[config.mk]
export PLATFORM = sky130hd
export DESIGN_NAME = crf_top
export DESIGN_NICKNAME = d
export VERILOG_FILES = /design/src/verilog/crf_pkg.sv /design/src/verilog/crf_top.sv /design/src/verilog/crf_addr_decode.sv
export SDC_FILE = /design/constraint.sdc
export NUM_CORES = 2
export LEC_CHECK = 0
export ABC_AREA = 1
export BUFFER_PORTS_ARGS = -buffer_cell sky130_fd_sc_hd__buf_2
export CELL_PAD_IN_SITES_DETAIL_PLACEMENT = 0
export CELL_PAD_IN_SITES_GLOBAL_PLACEMENT = 2
export CORE_ASPECT_RATIO = 0.6
export CORE_MARGIN = 5
export CORE_UTILIZATION = 36
export CTS_CLUSTER_SIZE = 25
export DETAILED_ROUTE_END_ITERATION = 16
export PLACE_DENSITY = 0.95
export SYNTH_ARGS = -nofsm -noshare
export SYNTH_HDL_FRONTEND = slang
export SYNTH_HIERARCHICAL = 1
export SYNTH_SLANG_ARGS = --single-unit
[constraint.sdc]
create_clock -name mclk -period 4.9 [get_ports mclk]
set_input_delay 0.49 -clock mclk [delete_from_list [all_inputs] [get_ports mclk]]
set_output_delay 0.49 -clock mclk [all_outputs]
set_load 0.01 [all_outputs]
[src/verilog/crf_pkg.sv]
package crf_pkg;
	// Register widths
	localparam int ADDR_W = 24;
	localparam int DATA_W = 16;
	localparam int BYTE_W = 8;
	localparam int PSW_W = 16;
	localparam int BANKS = 2;
	localparam int BANK_REGS = 8;
	localparam int IDX_W = 3;
	// Register index within a bank
	localparam logic [2:0] IX_D0 = 3'h0;
	localparam logic [2:0] IX_D1 = 3'h1;
	localparam logic [2:0] IX_D2 = 3'h2;
	localparam logic [2:0] IX_D3 = 3'h3;
	localparam logic [2:0] IX_A0 = 3'h4;
	// Status word field positions
	localparam int PSW_C = 0;
	localparam int PSW_D = 1;
	localparam int PSW_Z = 2;
	localparam int PSW_S = 3;
	localparam int PSW_B = 4;
	localparam int PSW_O = 5;
	localparam int PSW_I = 6;
	localparam int PSW_U = 7;
	localparam int PSW_IPL_LO = 12;
	localparam int PSW_IPL_HI = 14;
	localparam logic [15:0] PSW_USED = 16'h70ff;
	localparam logic [15:0] PSW_RST = 16'h0000;
	localparam logic [23:0] REG_RST = 24'h000000;
	// Access modes of the general register port
	typedef enum logic [1:0] {
		crf_mode_word, crf_mode_low, crf_mode_high, crf_mode_pair
	} crf_mode_t;
	// Operand width of an arithmetic result
	typedef enum logic [1:0] {
		crf_w8, crf_w16, crf_w32
	} crf_width_t;
	// Highest trap number that switches to the interrupt stack
	localparam logic [5:0] TRAP_SWITCH_MAX = 6'h1f;
	// Software register window byte addresses
	localparam logic [7:0] OFS_BANK0 = 8'h00;
	localparam logic [7:0] OFS_BANK1 = 8'h20;
	localparam logic [7:0] OFS_IP = 8'h40;
	localparam logic [7:0] OFS_VTB = 8'h44;
	localparam logic [7:0] OFS_USP = 8'h48;
	localparam logic [7:0] OFS_ISP = 8'h4c;
	localparam logic [7:0] OFS_PSW = 8'h50;
	localparam logic [1:0] RESP_OKAY = 2'h0;
	localparam logic [1:0] RESP_DECERR = 2'h3;
	// Memory map
	localparam logic [23:0] MAP_SFR_TOP = 24'h0003ff;
	localparam logic [23:0] MAP_RAM_BASE = 24'h000400;
	localparam logic [23:0] MAP_SPVEC_BASE = 24'hfffe00;
	localparam logic [23:0] MAP_FIXVEC_BASE = 24'hffffdc;
endpackage

[src/verilog/crf_top.sv]
// The AXI4-Lite slave port and the address map were decided locally.
`timescale 1ns/1ps
`default_nettype none
// Functional notes
// - Two banks of eight: four data, two address, static and frame base.
// - Data registers are 16 bits; first two also split into byte halves.
// - Data 0 with 2, and 1 with 3, join as 32 bits; higher upper.
// - Both address registers are 24 bits wide.
// - Static base and frame base are 24 bits, added to offsets.
// - Instruction pointer is 24 bits, next instruction address.
// - Vector table base is 24 bits, start of relocatable vectors.
// - Two 24-bit stack pointers; select bit 0 interrupt, 1 user.
// - Stack select cleared on hardware interrupt or trap number 0 to 31.
// - Status word is a 16-bit register of processor state.
// - Carry records carry out or borrow of affecting instructions.
// - Zero bit is 1 when result is zero, else 0.
// - Sign bit is 1 when result is negative, else 0.
// - Bank select 0 picks bank 0, 1 picks bank 1.
// - Overflow bit is 1 when result overflows, else 0.
// - Interrupt enable 0 blocks, 1 permits; cleared on any acknowledge.
// - Three-bit priority level; request accepted only when strictly higher.
// - Reserved status bits written 0; reads may return anything.
// - 16-Mbyte space decoded; peripheral area up to 0x0003ff.
// - Fixed vectors from 0xffffdc up; RAM starts at 0x000400.
module crf_top
	import crf_pkg::*;
(
	input wire logic mclk, // Core clock
	input wire logic srst, // Synchronous reset, active high
	input wire logic ce, // Clock enable, freezes all state
	input wire logic gp_wr_en, // General register write strobe
	input wire logic [2:0] gp_wr_sel, // Register index in active bank
	input wire logic [1:0] gp_wr_mode, // Word, low, high or pair
	input wire logic [31:0] gp_wr_data, // Write data
	input wire logic [2:0] gp_rd_sel, // Read index in active bank
	input wire logic [1:0] gp_rd_mode, // Word, low, high or pair
	output logic [31:0] gp_rd_data, // Registered read data
	input wire logic ip_load, // Load instruction pointer
	input wire logic [23:0] ip_next, // Next instruction address
	output logic [23:0] ip_out, // Instruction pointer
	input wire logic vtb_load, // Load vector table base
	input wire logic [23:0] vtb_data, // New vector table base
	output logic [23:0] vtb_out, // Vector table base
	input wire logic sp_load, // Load active stack pointer
	input wire logic [23:0] sp_data, // New stack pointer
	output logic [23:0] sp_out, // Active stack pointer
	input wire logic psw_load, // Load whole status word
	input wire logic [15:0] psw_data, // New status word
	input wire logic alu_upd, // Arithmetic result valid
	input wire logic [3:0] alu_upd_mask, // Update O,S,Z,C (bit 3..0)
	input wire logic [1:0] alu_width, // Result width
	input wire logic [31:0] alu_result, // Arithmetic result
	input wire logic alu_carry, // Carry out or borrow
	input wire logic alu_ovf, // Signed overflow
	input wire logic int_req, // Maskable interrupt request
	input wire logic [2:0] int_req_lvl, // Its priority
	output logic int_take, // Request may be accepted
	input wire logic int_ack, // Hardware interrupt acknowledged
	input wire logic [2:0] int_new_lvl, // Level set on acknowledge
	input wire logic trap_exec, // Software trap executed
	input wire logic [5:0] trap_num, // Trap number
	output logic [15:0] psw_out, // Status word
	input wire logic [23:0] mem_addr, // Address to decode
	output logic [5:0] mem_region, // Ram,rom,spvec,fixvec,none,sfr
	input wire logic [7:0] s_axi_awaddr, // AXI4-Lite write address
	input wire logic s_axi_awvalid, // Write address valid
	output logic s_axi_awready, // Write address ready
	input wire logic [31:0] s_axi_wdata, // Write data
	input wire logic [3:0] s_axi_wstrb, // Byte enables
	input wire logic s_axi_wvalid, // Write data valid
	output logic s_axi_wready, // Write data ready
	output logic [1:0] s_axi_bresp, // Write response
	output logic s_axi_bvalid, // Write response valid
	input wire logic s_axi_bready, // Write response ready
	input wire logic [7:0] s_axi_araddr, // Read address
	input wire logic s_axi_arvalid, // Read address valid
	output logic s_axi_arready, // Read address ready
	output logic [31:0] s_axi_rdata, // Read data
	output logic [1:0] s_axi_rresp, // Read response
	output logic s_axi_rvalid, // Read data valid
	input wire logic s_axi_rready // Read data ready
);
	logic [23:0] gp_r [BANKS][BANK_REGS];
	logic [23:0] ip_r, vtb_r, usp_r, isp_r;
	logic [15:0] psw_r;
	logic [31:0] gp_rd_data_r;
	logic [5:0] region_r;
	logic bank;
	logic usel;
	logic [2:0] cpu_priority_level;
	logic sw_we;
	logic [7:0] sw_addr_r;
	logic [31:0] sw_data_r;
	logic [3:0] sw_strb_r;
	logic aw_got_r, w_got_r, bvalid_r, rvalid_r;
	logic [1:0] bresp_r, rresp_r;
	logic [31:0] rdata_r;
	logic [31:0] sw_rd;
	logic sw_rd_hit, sw_wr_hit;
	logic z_nxt, s_nxt;
	logic [3:0] sw_gp_idx;
	logic [23:0] wr_mask;
	logic region_r_sfr, region_r_ram, region_r_rom, region_r_spv, region_r_fxv, region_r_none;

	assign bank = psw_r[PSW_B];
	assign usel = psw_r[PSW_U];
	assign cpu_priority_level = psw_r[PSW_IPL_HI:PSW_IPL_LO];
	assign sp_out = usel ? usp_r : isp_r;
	assign ip_out = ip_r;
	assign vtb_out = vtb_r;
	assign psw_out = psw_r;
	assign gp_rd_data = gp_rd_data_r;
	assign mem_region = region_r;

	assign int_take = int_req && psw_r[PSW_I] && (int_req_lvl > cpu_priority_level);

	// Software write lands when address and data are both held
	assign sw_we = aw_got_r && w_got_r && !bvalid_r;
	assign sw_gp_idx = sw_addr_r[5:2];
	// Byte enables expanded to the 24 stored bits
	assign wr_mask = {{8{sw_strb_r[2]}}, {8{sw_strb_r[1]}}, {8{sw_strb_r[0]}}};

	always_comb begin
		z_nxt = 1'b0;
		s_nxt = 1'b0;
		case (crf_width_t'(alu_width))
			crf_w8: begin
				z_nxt = (alu_result[BYTE_W-1:0] == 8'h00);
				s_nxt = alu_result[BYTE_W-1];
			end
			crf_w16: begin
				z_nxt = (alu_result[DATA_W-1:0] == 16'h0000);
				s_nxt = alu_result[DATA_W-1];
			end
			default: begin
				z_nxt = (alu_result == 32'h00000000);
				s_nxt = alu_result[31];
			end
		endcase
	end

	// banked registers, core port wins over software
	always_ff @(posedge mclk) begin
		if (srst) begin
			for (int b = 0; b < BANKS; b++) begin
				for (int i = 0; i < BANK_REGS; i++) begin
					gp_r[b][i] <= REG_RST;
				end
			end
		end else if (ce) begin
			// Unaligned offsets are refused and must not land in a register
			if (sw_we && sw_wr_hit && (sw_addr_r < OFS_IP)) begin
				if (sw_gp_idx[2:0] < IX_A0) begin
					gp_r[sw_gp_idx[3]][sw_gp_idx[2:0]] <= (gp_r[sw_gp_idx[3]][sw_gp_idx[2:0]]
						& ~wr_mask & 24'h00ffff) | (sw_data_r[23:0] & wr_mask & 24'h00ffff);
				end else begin
					gp_r[sw_gp_idx[3]][sw_gp_idx[2:0]] <=
						(gp_r[sw_gp_idx[3]][sw_gp_idx[2:0]] & ~wr_mask)
						| (sw_data_r[23:0] & wr_mask);
				end
			end
			if (gp_wr_en) begin
				if (gp_wr_sel >= IX_A0) begin
					// address, static and frame base registers, 24 bits
					gp_r[bank][gp_wr_sel] <= gp_wr_data[23:0];
				end else begin
					case (crf_mode_t'(gp_wr_mode))
						crf_mode_low: begin
							if (gp_wr_sel <= IX_D1) begin
								gp_r[bank][gp_wr_sel][7:0] <= gp_wr_data[7:0];
							end
						end
						crf_mode_high: begin
							if (gp_wr_sel <= IX_D1) begin
								gp_r[bank][gp_wr_sel][15:8] <= gp_wr_data[7:0];
							end
						end
						crf_mode_pair: begin
							if (gp_wr_sel <= IX_D1) begin
								gp_r[bank][gp_wr_sel] <= {8'h00, gp_wr_data[15:0]};
								gp_r[bank][gp_wr_sel + IX_D2] <= {8'h00, gp_wr_data[31:16]};
							end
						end
						default: begin
							gp_r[bank][gp_wr_sel] <= {8'h00, gp_wr_data[15:0]};
						end
					endcase
				end
			end
		end
	end

	// Registered read of the active bank
	always_ff @(posedge mclk) begin
		if (srst) begin
			gp_rd_data_r <= 32'h00000000;
		end else if (ce) begin
			if (gp_rd_sel >= IX_A0) begin
				gp_rd_data_r <= {8'h00, gp_r[bank][gp_rd_sel]};
			end else begin
				case (crf_mode_t'(gp_rd_mode))
					crf_mode_low: gp_rd_data_r <= {24'h000000, gp_r[bank][gp_rd_sel][7:0]};
					crf_mode_high: gp_rd_data_r <= {24'h000000, gp_r[bank][gp_rd_sel][15:8]};
					crf_mode_pair: begin
						gp_rd_data_r <= {gp_r[bank][gp_rd_sel | IX_D2][15:0],
							gp_r[bank][gp_rd_sel & IX_D1][15:0]};
					end
					default: gp_rd_data_r <= {16'h0000, gp_r[bank][gp_rd_sel][15:0]};
				endcase
			end
		end
	end

	always_ff @(posedge mclk) begin
		if (srst) begin
			ip_r <= REG_RST;
			vtb_r <= REG_RST;
		end else if (ce) begin
			if (sw_we && (sw_addr_r == OFS_IP)) begin
				ip_r <= (ip_r & ~wr_mask) | (sw_data_r[23:0] & wr_mask);
			end
			if (sw_we && (sw_addr_r == OFS_VTB)) begin
				vtb_r <= (vtb_r & ~wr_mask) | (sw_data_r[23:0] & wr_mask);
			end
			if (ip_load) begin
				ip_r <= ip_next;
			end
			if (vtb_load) begin
				vtb_r <= vtb_data;
			end
		end
	end

	// stack pointers, core loads the selected one
	always_ff @(posedge mclk) begin
		if (srst) begin
			usp_r <= REG_RST;
			isp_r <= REG_RST;
		end else if (ce) begin
			if (sw_we && (sw_addr_r == OFS_USP)) begin
				usp_r <= (usp_r & ~wr_mask) | (sw_data_r[23:0] & wr_mask);
			end
			if (sw_we && (sw_addr_r == OFS_ISP)) begin
				isp_r <= (isp_r & ~wr_mask) | (sw_data_r[23:0] & wr_mask);
			end
			if (sp_load && usel) begin
				usp_r <= sp_data;
			end
			if (sp_load && !usel) begin
				isp_r <= sp_data;
			end
		end
	end

	// status word; later lines take precedence
	always_ff @(posedge mclk) begin
		if (srst) begin
			psw_r <= PSW_RST;
		end else if (ce) begin
			if (sw_we && (sw_addr_r == OFS_PSW)) begin
				psw_r <= ((psw_r & ~wr_mask[15:0]) | (sw_data_r[15:0] & wr_mask[15:0]))
					& PSW_USED;
			end
			if (psw_load) begin
				psw_r <= psw_data & PSW_USED;
			end
			if (alu_upd) begin
				if (alu_upd_mask[0]) psw_r[PSW_C] <= alu_carry;
				if (alu_upd_mask[1]) psw_r[PSW_Z] <= z_nxt;
				if (alu_upd_mask[2]) psw_r[PSW_S] <= s_nxt;
				if (alu_upd_mask[3]) psw_r[PSW_O] <= alu_ovf;
			end
			if (int_ack) begin
				psw_r[PSW_I] <= 1'b0;
				psw_r[PSW_U] <= 1'b0;
				psw_r[PSW_IPL_HI:PSW_IPL_LO] <= int_new_lvl;
			end
			if (trap_exec) begin
				psw_r[PSW_I] <= 1'b0;
				if (trap_num <= TRAP_SWITCH_MAX) begin
					psw_r[PSW_U] <= 1'b0;
				end
			end
		end
	end

	// region decode of the address space
	// vectors at top, RAM from 0x000400
	crf_addr_decode u_dec (
		.addr(mem_addr),
		.hit_sfr(region_r_sfr),
		.hit_ram(region_r_ram),
		.hit_rom(region_r_rom),
		.hit_spvec(region_r_spv),
		.hit_fixvec(region_r_fxv),
		.hit_none(region_r_none)
	);

	// Registered region flags
	always_ff @(posedge mclk) begin
		if (srst) begin
			region_r <= 6'h00;
		end else if (ce) begin
			region_r <= {region_r_ram, region_r_rom, region_r_spv, region_r_fxv,
				region_r_none, region_r_sfr};
		end
	end

	// Software window decode
	always_comb begin
		sw_rd = 32'h00000000;
		sw_rd_hit = 1'b1;
		if (s_axi_araddr[1:0] != 2'h0) begin
			sw_rd_hit = 1'b0;
		end else if (s_axi_araddr < OFS_IP) begin
			sw_rd = {8'h00, gp_r[s_axi_araddr[5]][s_axi_araddr[4:2]]};
		end else begin
			case (s_axi_araddr)
				OFS_IP: sw_rd = {8'h00, ip_r};
				OFS_VTB: sw_rd = {8'h00, vtb_r};
				OFS_USP: sw_rd = {8'h00, usp_r};
				OFS_ISP: sw_rd = {8'h00, isp_r};
				OFS_PSW: sw_rd = {16'h0000, psw_r};
				default: sw_rd_hit = 1'b0;
			endcase
		end
	end
	assign sw_wr_hit = (sw_addr_r[1:0] == 2'h0) && (sw_addr_r <= OFS_PSW);

	// Write address and data capture, either order
	always_ff @(posedge mclk) begin
		if (srst) begin
			aw_got_r <= 1'b0;
			w_got_r <= 1'b0;
			sw_addr_r <= 8'h00;
			sw_data_r <= 32'h00000000;
			sw_strb_r <= 4'h0;
		end else if (ce) begin
			if (s_axi_awvalid && s_axi_awready) begin
				aw_got_r <= 1'b1;
				sw_addr_r <= s_axi_awaddr;
			end
			if (s_axi_wvalid && s_axi_wready) begin
				w_got_r <= 1'b1;
				sw_data_r <= s_axi_wdata;
				sw_strb_r <= s_axi_wstrb;
			end
			if (sw_we) begin
				aw_got_r <= 1'b0;
				w_got_r <= 1'b0;
			end
		end
	end

	// Write response
	always_ff @(posedge mclk) begin
		if (srst) begin
			bvalid_r <= 1'b0;
			bresp_r <= RESP_OKAY;
		end else if (ce) begin
			if (sw_we) begin
				bvalid_r <= 1'b1;
				bresp_r <= sw_wr_hit ? RESP_OKAY : RESP_DECERR;
			end else if (s_axi_bready) begin
				bvalid_r <= 1'b0;
			end
		end
	end

	// Read channel
	always_ff @(posedge mclk) begin
		if (srst) begin
			rvalid_r <= 1'b0;
			rdata_r <= 32'h00000000;
			rresp_r <= RESP_OKAY;
		end else if (ce) begin
			if (s_axi_arvalid && s_axi_arready) begin
				rvalid_r <= 1'b1;
				rdata_r <= sw_rd;
				rresp_r <= sw_rd_hit ? RESP_OKAY : RESP_DECERR;
			end else if (s_axi_rready) begin
				rvalid_r <= 1'b0;
			end
		end
	end

	// Handshake outputs
	assign s_axi_awready = ce && !aw_got_r && !bvalid_r;
	assign s_axi_wready = ce && !w_got_r && !bvalid_r;
	assign s_axi_arready = ce && !rvalid_r;
	assign s_axi_bvalid = bvalid_r;
	assign s_axi_bresp = bresp_r;
	assign s_axi_rvalid = rvalid_r;
	assign s_axi_rdata = rdata_r;
	assign s_axi_rresp = rresp_r;
endmodule
`default_nettype wire

[src/verilog/crf_addr_decode.sv]
`timescale 1ns/1ps
`default_nettype none
module crf_addr_decode
	import crf_pkg::*;
#(
	parameter logic [23:0] RAM_TOP = 24'h002bff,
	parameter logic [23:0] ROM_BASE = 24'hff0000
) (
	input wire logic [23:0] addr, // Address being decoded
	output logic hit_sfr, // Peripheral register area
	output logic hit_ram, // On-chip RAM
	output logic hit_rom, // Internal memory below the top
	output logic hit_spvec, // Special page vectors
	output logic hit_fixvec, // Fixed interrupt vectors
	output logic hit_none // Reserved, not accessible
);
	// Coarse split of the 16-Mbyte space
	always_comb begin
		hit_sfr = (addr <= MAP_SFR_TOP);
		hit_ram = (addr >= MAP_RAM_BASE) && (addr <= RAM_TOP);
		hit_fixvec = (addr >= MAP_FIXVEC_BASE);
		hit_spvec = (addr >= MAP_SPVEC_BASE) && !hit_fixvec;
		hit_rom = (addr >= ROM_BASE) && !hit_fixvec && !hit_spvec;
		hit_none = !(hit_sfr || hit_ram || hit_fixvec || hit_spvec || hit_rom);
	end
endmodule
`default_nettype wire

==> flow_metrics.py <==
metrics = {
    "detailed_routing": {
        "ant_nets": 0,
        "drtIter0Drc": 7021,
        "drt-vias-per-instance": 5.78,
        "wl_per_cell_um": 26.9,
        "drc_errors": 0,
        "drt-pass1-iter-count": 7,
        "vias": 43200,
        "wl_um": 201000,
    },
    "setup_path": {
        "path_cells": "inv_2, nor2_4, buf_4, o211ai_1, nand4_1, nand3_1, nand3_2, o21ai_0",
        "critPathKind": "reg -> reg",
        "crit_slowest_cell": "dfxtp_1",
        "r2r_cells": 8,
        "critPathRequiredTime_ns": 5.31,
        "critPathLaunchType": "flop",
        "crit_arrival_ns": 4.19,
        "cp-end-kind": "flop",
        "critPathMaxFanout": 18,
        "worst_path_largest_cell_delay_ns": 0.84,
    },
    "finish": {
        "final_area_um2": 44300,
        "synthToLayoutAreaGrowth_pct": 13.7,
        "postLayoutCoreUtil": 0.413,
        "fin_cells": 7467,
        "final_layout_size_suffix_gt1_frac": 0.127,
        "nNetsFinal": 6250,
    },
    "timing": {
        "layout_min_cycle_time_ns": 3.78,
        "min_period_over_period": 0.772,
        "whs_ns": 0.0336,
        "tns_ns": 0,
        "setup_ws_ns": 1.12,
        "maxSlewViolCount": 0,
        "maxSlewHeadroom": 0.0573,
        "worst_slew_pin_slew_ns": 1.41,
        "timing_hold_violations_final": 0,
        "rsz0062_at_grt": "no",
        "setup_viol": 0,
        "final.setup_skew_ns": 0.0338,
        "fmax_mhz": 264,
    },
    "placed_design": {
        "post-place-ws_ns": 1.16,
        "dpl_cell_area_um2": 42300,
        "dp.final_hpwl_um": 146000,
        "placedCellCount": 7335,
        "gp_congestion": 1.04,
        "io_buffers": 408,
    },
    "cts": {
        "clk_pin_slew_ns": 0.07,
        "cts-root-buf": "clkbuf_16",
        "cts_tree": "yes",
        "hold_buffers": 0,
        "cts_buffers": 60,
        "clkSinkCount": 596,
        "clock_latency_ns": 0.70,
        "post-cts-setup-buffer-count": 0,
        "htreeDepth": 2,
        "clk_path_buf_depth": 3,
        "post_cts_resized": 0,
    },
    "floorplan": {
        "core-area_um2": 107000,
        "initial_core_util": 0.363,
        "die_y_um": 265,
        "fp-row-count": 93,
        "io_pins": 443,
        "dieWidth_um": 435,
        "die_area_um2": 115000,
    },
    "global_route": {
        "grt_use_total": 0.330,
        "antenna_found_initial": 38,
        "grt_max_degree": 197,
        "first_global_vias": 37200,
        "grt.overflow.total": 0,
        "grt_pass1_wl_um": 278000,
    },
    "pwr": {
        "power_density_nw_per_um2": 297,
        "power_mw": 13.2,
        "peakVddDrop_uv": 300,
        "leakagePower_nw": 19.1,
    },
    "outcome": {
        "outcome": "complete, no violations",
    },
    "synth": {
        "syn_inst": 5730,
        "synth_edf_count": 384,
        "synth_area_um2": 39000,
        "yosys_most_used_dff": "edfxtp_1",
        "yosysUniqueCellTypes": 50,
        "async_flop_share": 0,
        "ys_warn_count": 6,
        "ys_seq_area_frac": 0.405,
        "postSynthAreaPerCell_um2": 6.81,
        "synth-seq-cells": 596,
    },
    "flow_run": {
        "drv_cap": 0,
    },
    "hold_path": {
        "min_path_cells": 3,
        "hold_path.class": "in -> reg",
    },
}
-- sequential cells by signal, indices dropped and copies added (netlist names), named ones only --
register and cells:
mem_region 6, vtb_out 24, s_axi_rdata 24, gp_r 384, gp_rd_data 32, s_axi_bresp 1
isp_r 24, s_axi_bvalid 1, psw_out 11, w_got_r 1, sw_addr_r 8, s_axi_rresp 1
sw_data_r 24, aw_got_r 1, ip_out 24, s_axi_rvalid 1, sw_strb_r 3, usp_r 24
-- kinds of logic (layout without fill, tap and decap cells) --
logic type               count (synthesis)  count (layout)  synth area share
flip-flops                             596             596             0.405
buffers and inverters                  984            1202             0.104
multiplexers                             1               1          0.000257
AND/OR/NAND/NOR                       2826            2826             0.308
other                                    1              95         0.0000962
AO/OA/AOI/OAI                         1319            1319             0.183
adder cells (fa/ha/maj)                  3               3          0.000963
-- critical path: cells and delay by family, from the launching register on --
family	cells	cell delay (ns)
buffers and inverters	2	0.59
AOI/OAI and AO/OA	2	0.31
DFF	1	0.84
and+or+nand+nor	4	1.72
-- path summary, 6_finish.rpt --
kind	start	endpoint	slack [ns]
max reg2reg	sw_addr_r[3]$_SDFFE_PP0P_	gp_r[0][179]$_DFFE_PP_	1.12
min	s_axi_wdata[20]	sw_data_r[20]$_SDFFE_PP0P_	0.03
max	sw_addr_r[3]$_SDFFE_PP0P_	gp_r[0][179]$_DFFE_PP_	1.12
min reg2reg	isp_r[3]$_SDFFE_PP0P_	isp_r[3]$_SDFFE_PP0P_	0.46
-- per-layer routing --
| layer | track usage | routed length [um] | vias to the layer above |
|---|---|---|---|
| li1 | - | - | 19500 |
| met1 | 0.474 | 84200 | 20200 |
| met2 | 0.414 | 72900 | 3137 |
| met3 | 0.181 | 37500 | 379 |
| met4 | 0.0970 | 6150 | 32 |
| met5 | 0.0101 | 363 | - |
-- synthesized netlist by cell type, drive strengths merged (15+ instances only) --
library cell / instances / area (um^2)
nand2: 1719 / 6510
o21ai: 752 / 3780
nand3: 657 / 3450
inv: 546 / 2060
edfxtp: 384 / 11500
nor2: 374 / 1550
a21oi: 366 / 1850
buf: 221 / 1170
dfxtp: 212 / 4240
clkbuf: 207 / 777
o211ai: 178 / 1340
nand4: 30 / 188
or2: 21 / 131
nor3: 15 / 100
-- cells in the final DEF (no fill, tap or decap), drive strengths merged, types with 18 or more instances in the layout --
cell type	synthesis	layout
o211ai	178	178
dfxtp	212	212
nand2	1719	1719
or2	21	21
clkbuf	207	83
a21oi	366	366
inv	546	545
o21ai	752	752
nand4	30	30
edfxtp	384	384
nor2	374	374
buf	221	531
conb	1	77
diode	0	18
clkinv	10	33
nand3	657	657
-- power by group --
part	internal [mW]	total [mW]	switching (mW)
clock network	2.69	5.01	2.31
registers	5.56	5.75	0.191
logic	0.595	2.40	1.80
total	8.85	13.2	4.31
-- final cells by class --
class | instances | area, um^2
antenna | 18 | 45.0
clock inverter | 32 | 329
inverter | 556 | 2110
tap | 1425 | 1780
clock buffer | 82 | 1700
multi-input combinational | 4226 | 19500
fill | 11200 | 63100
timing repair buffer | 532 | 3070
sequential | 596 | 15800
No activity file was read; power rests on OpenSTA's default activity.
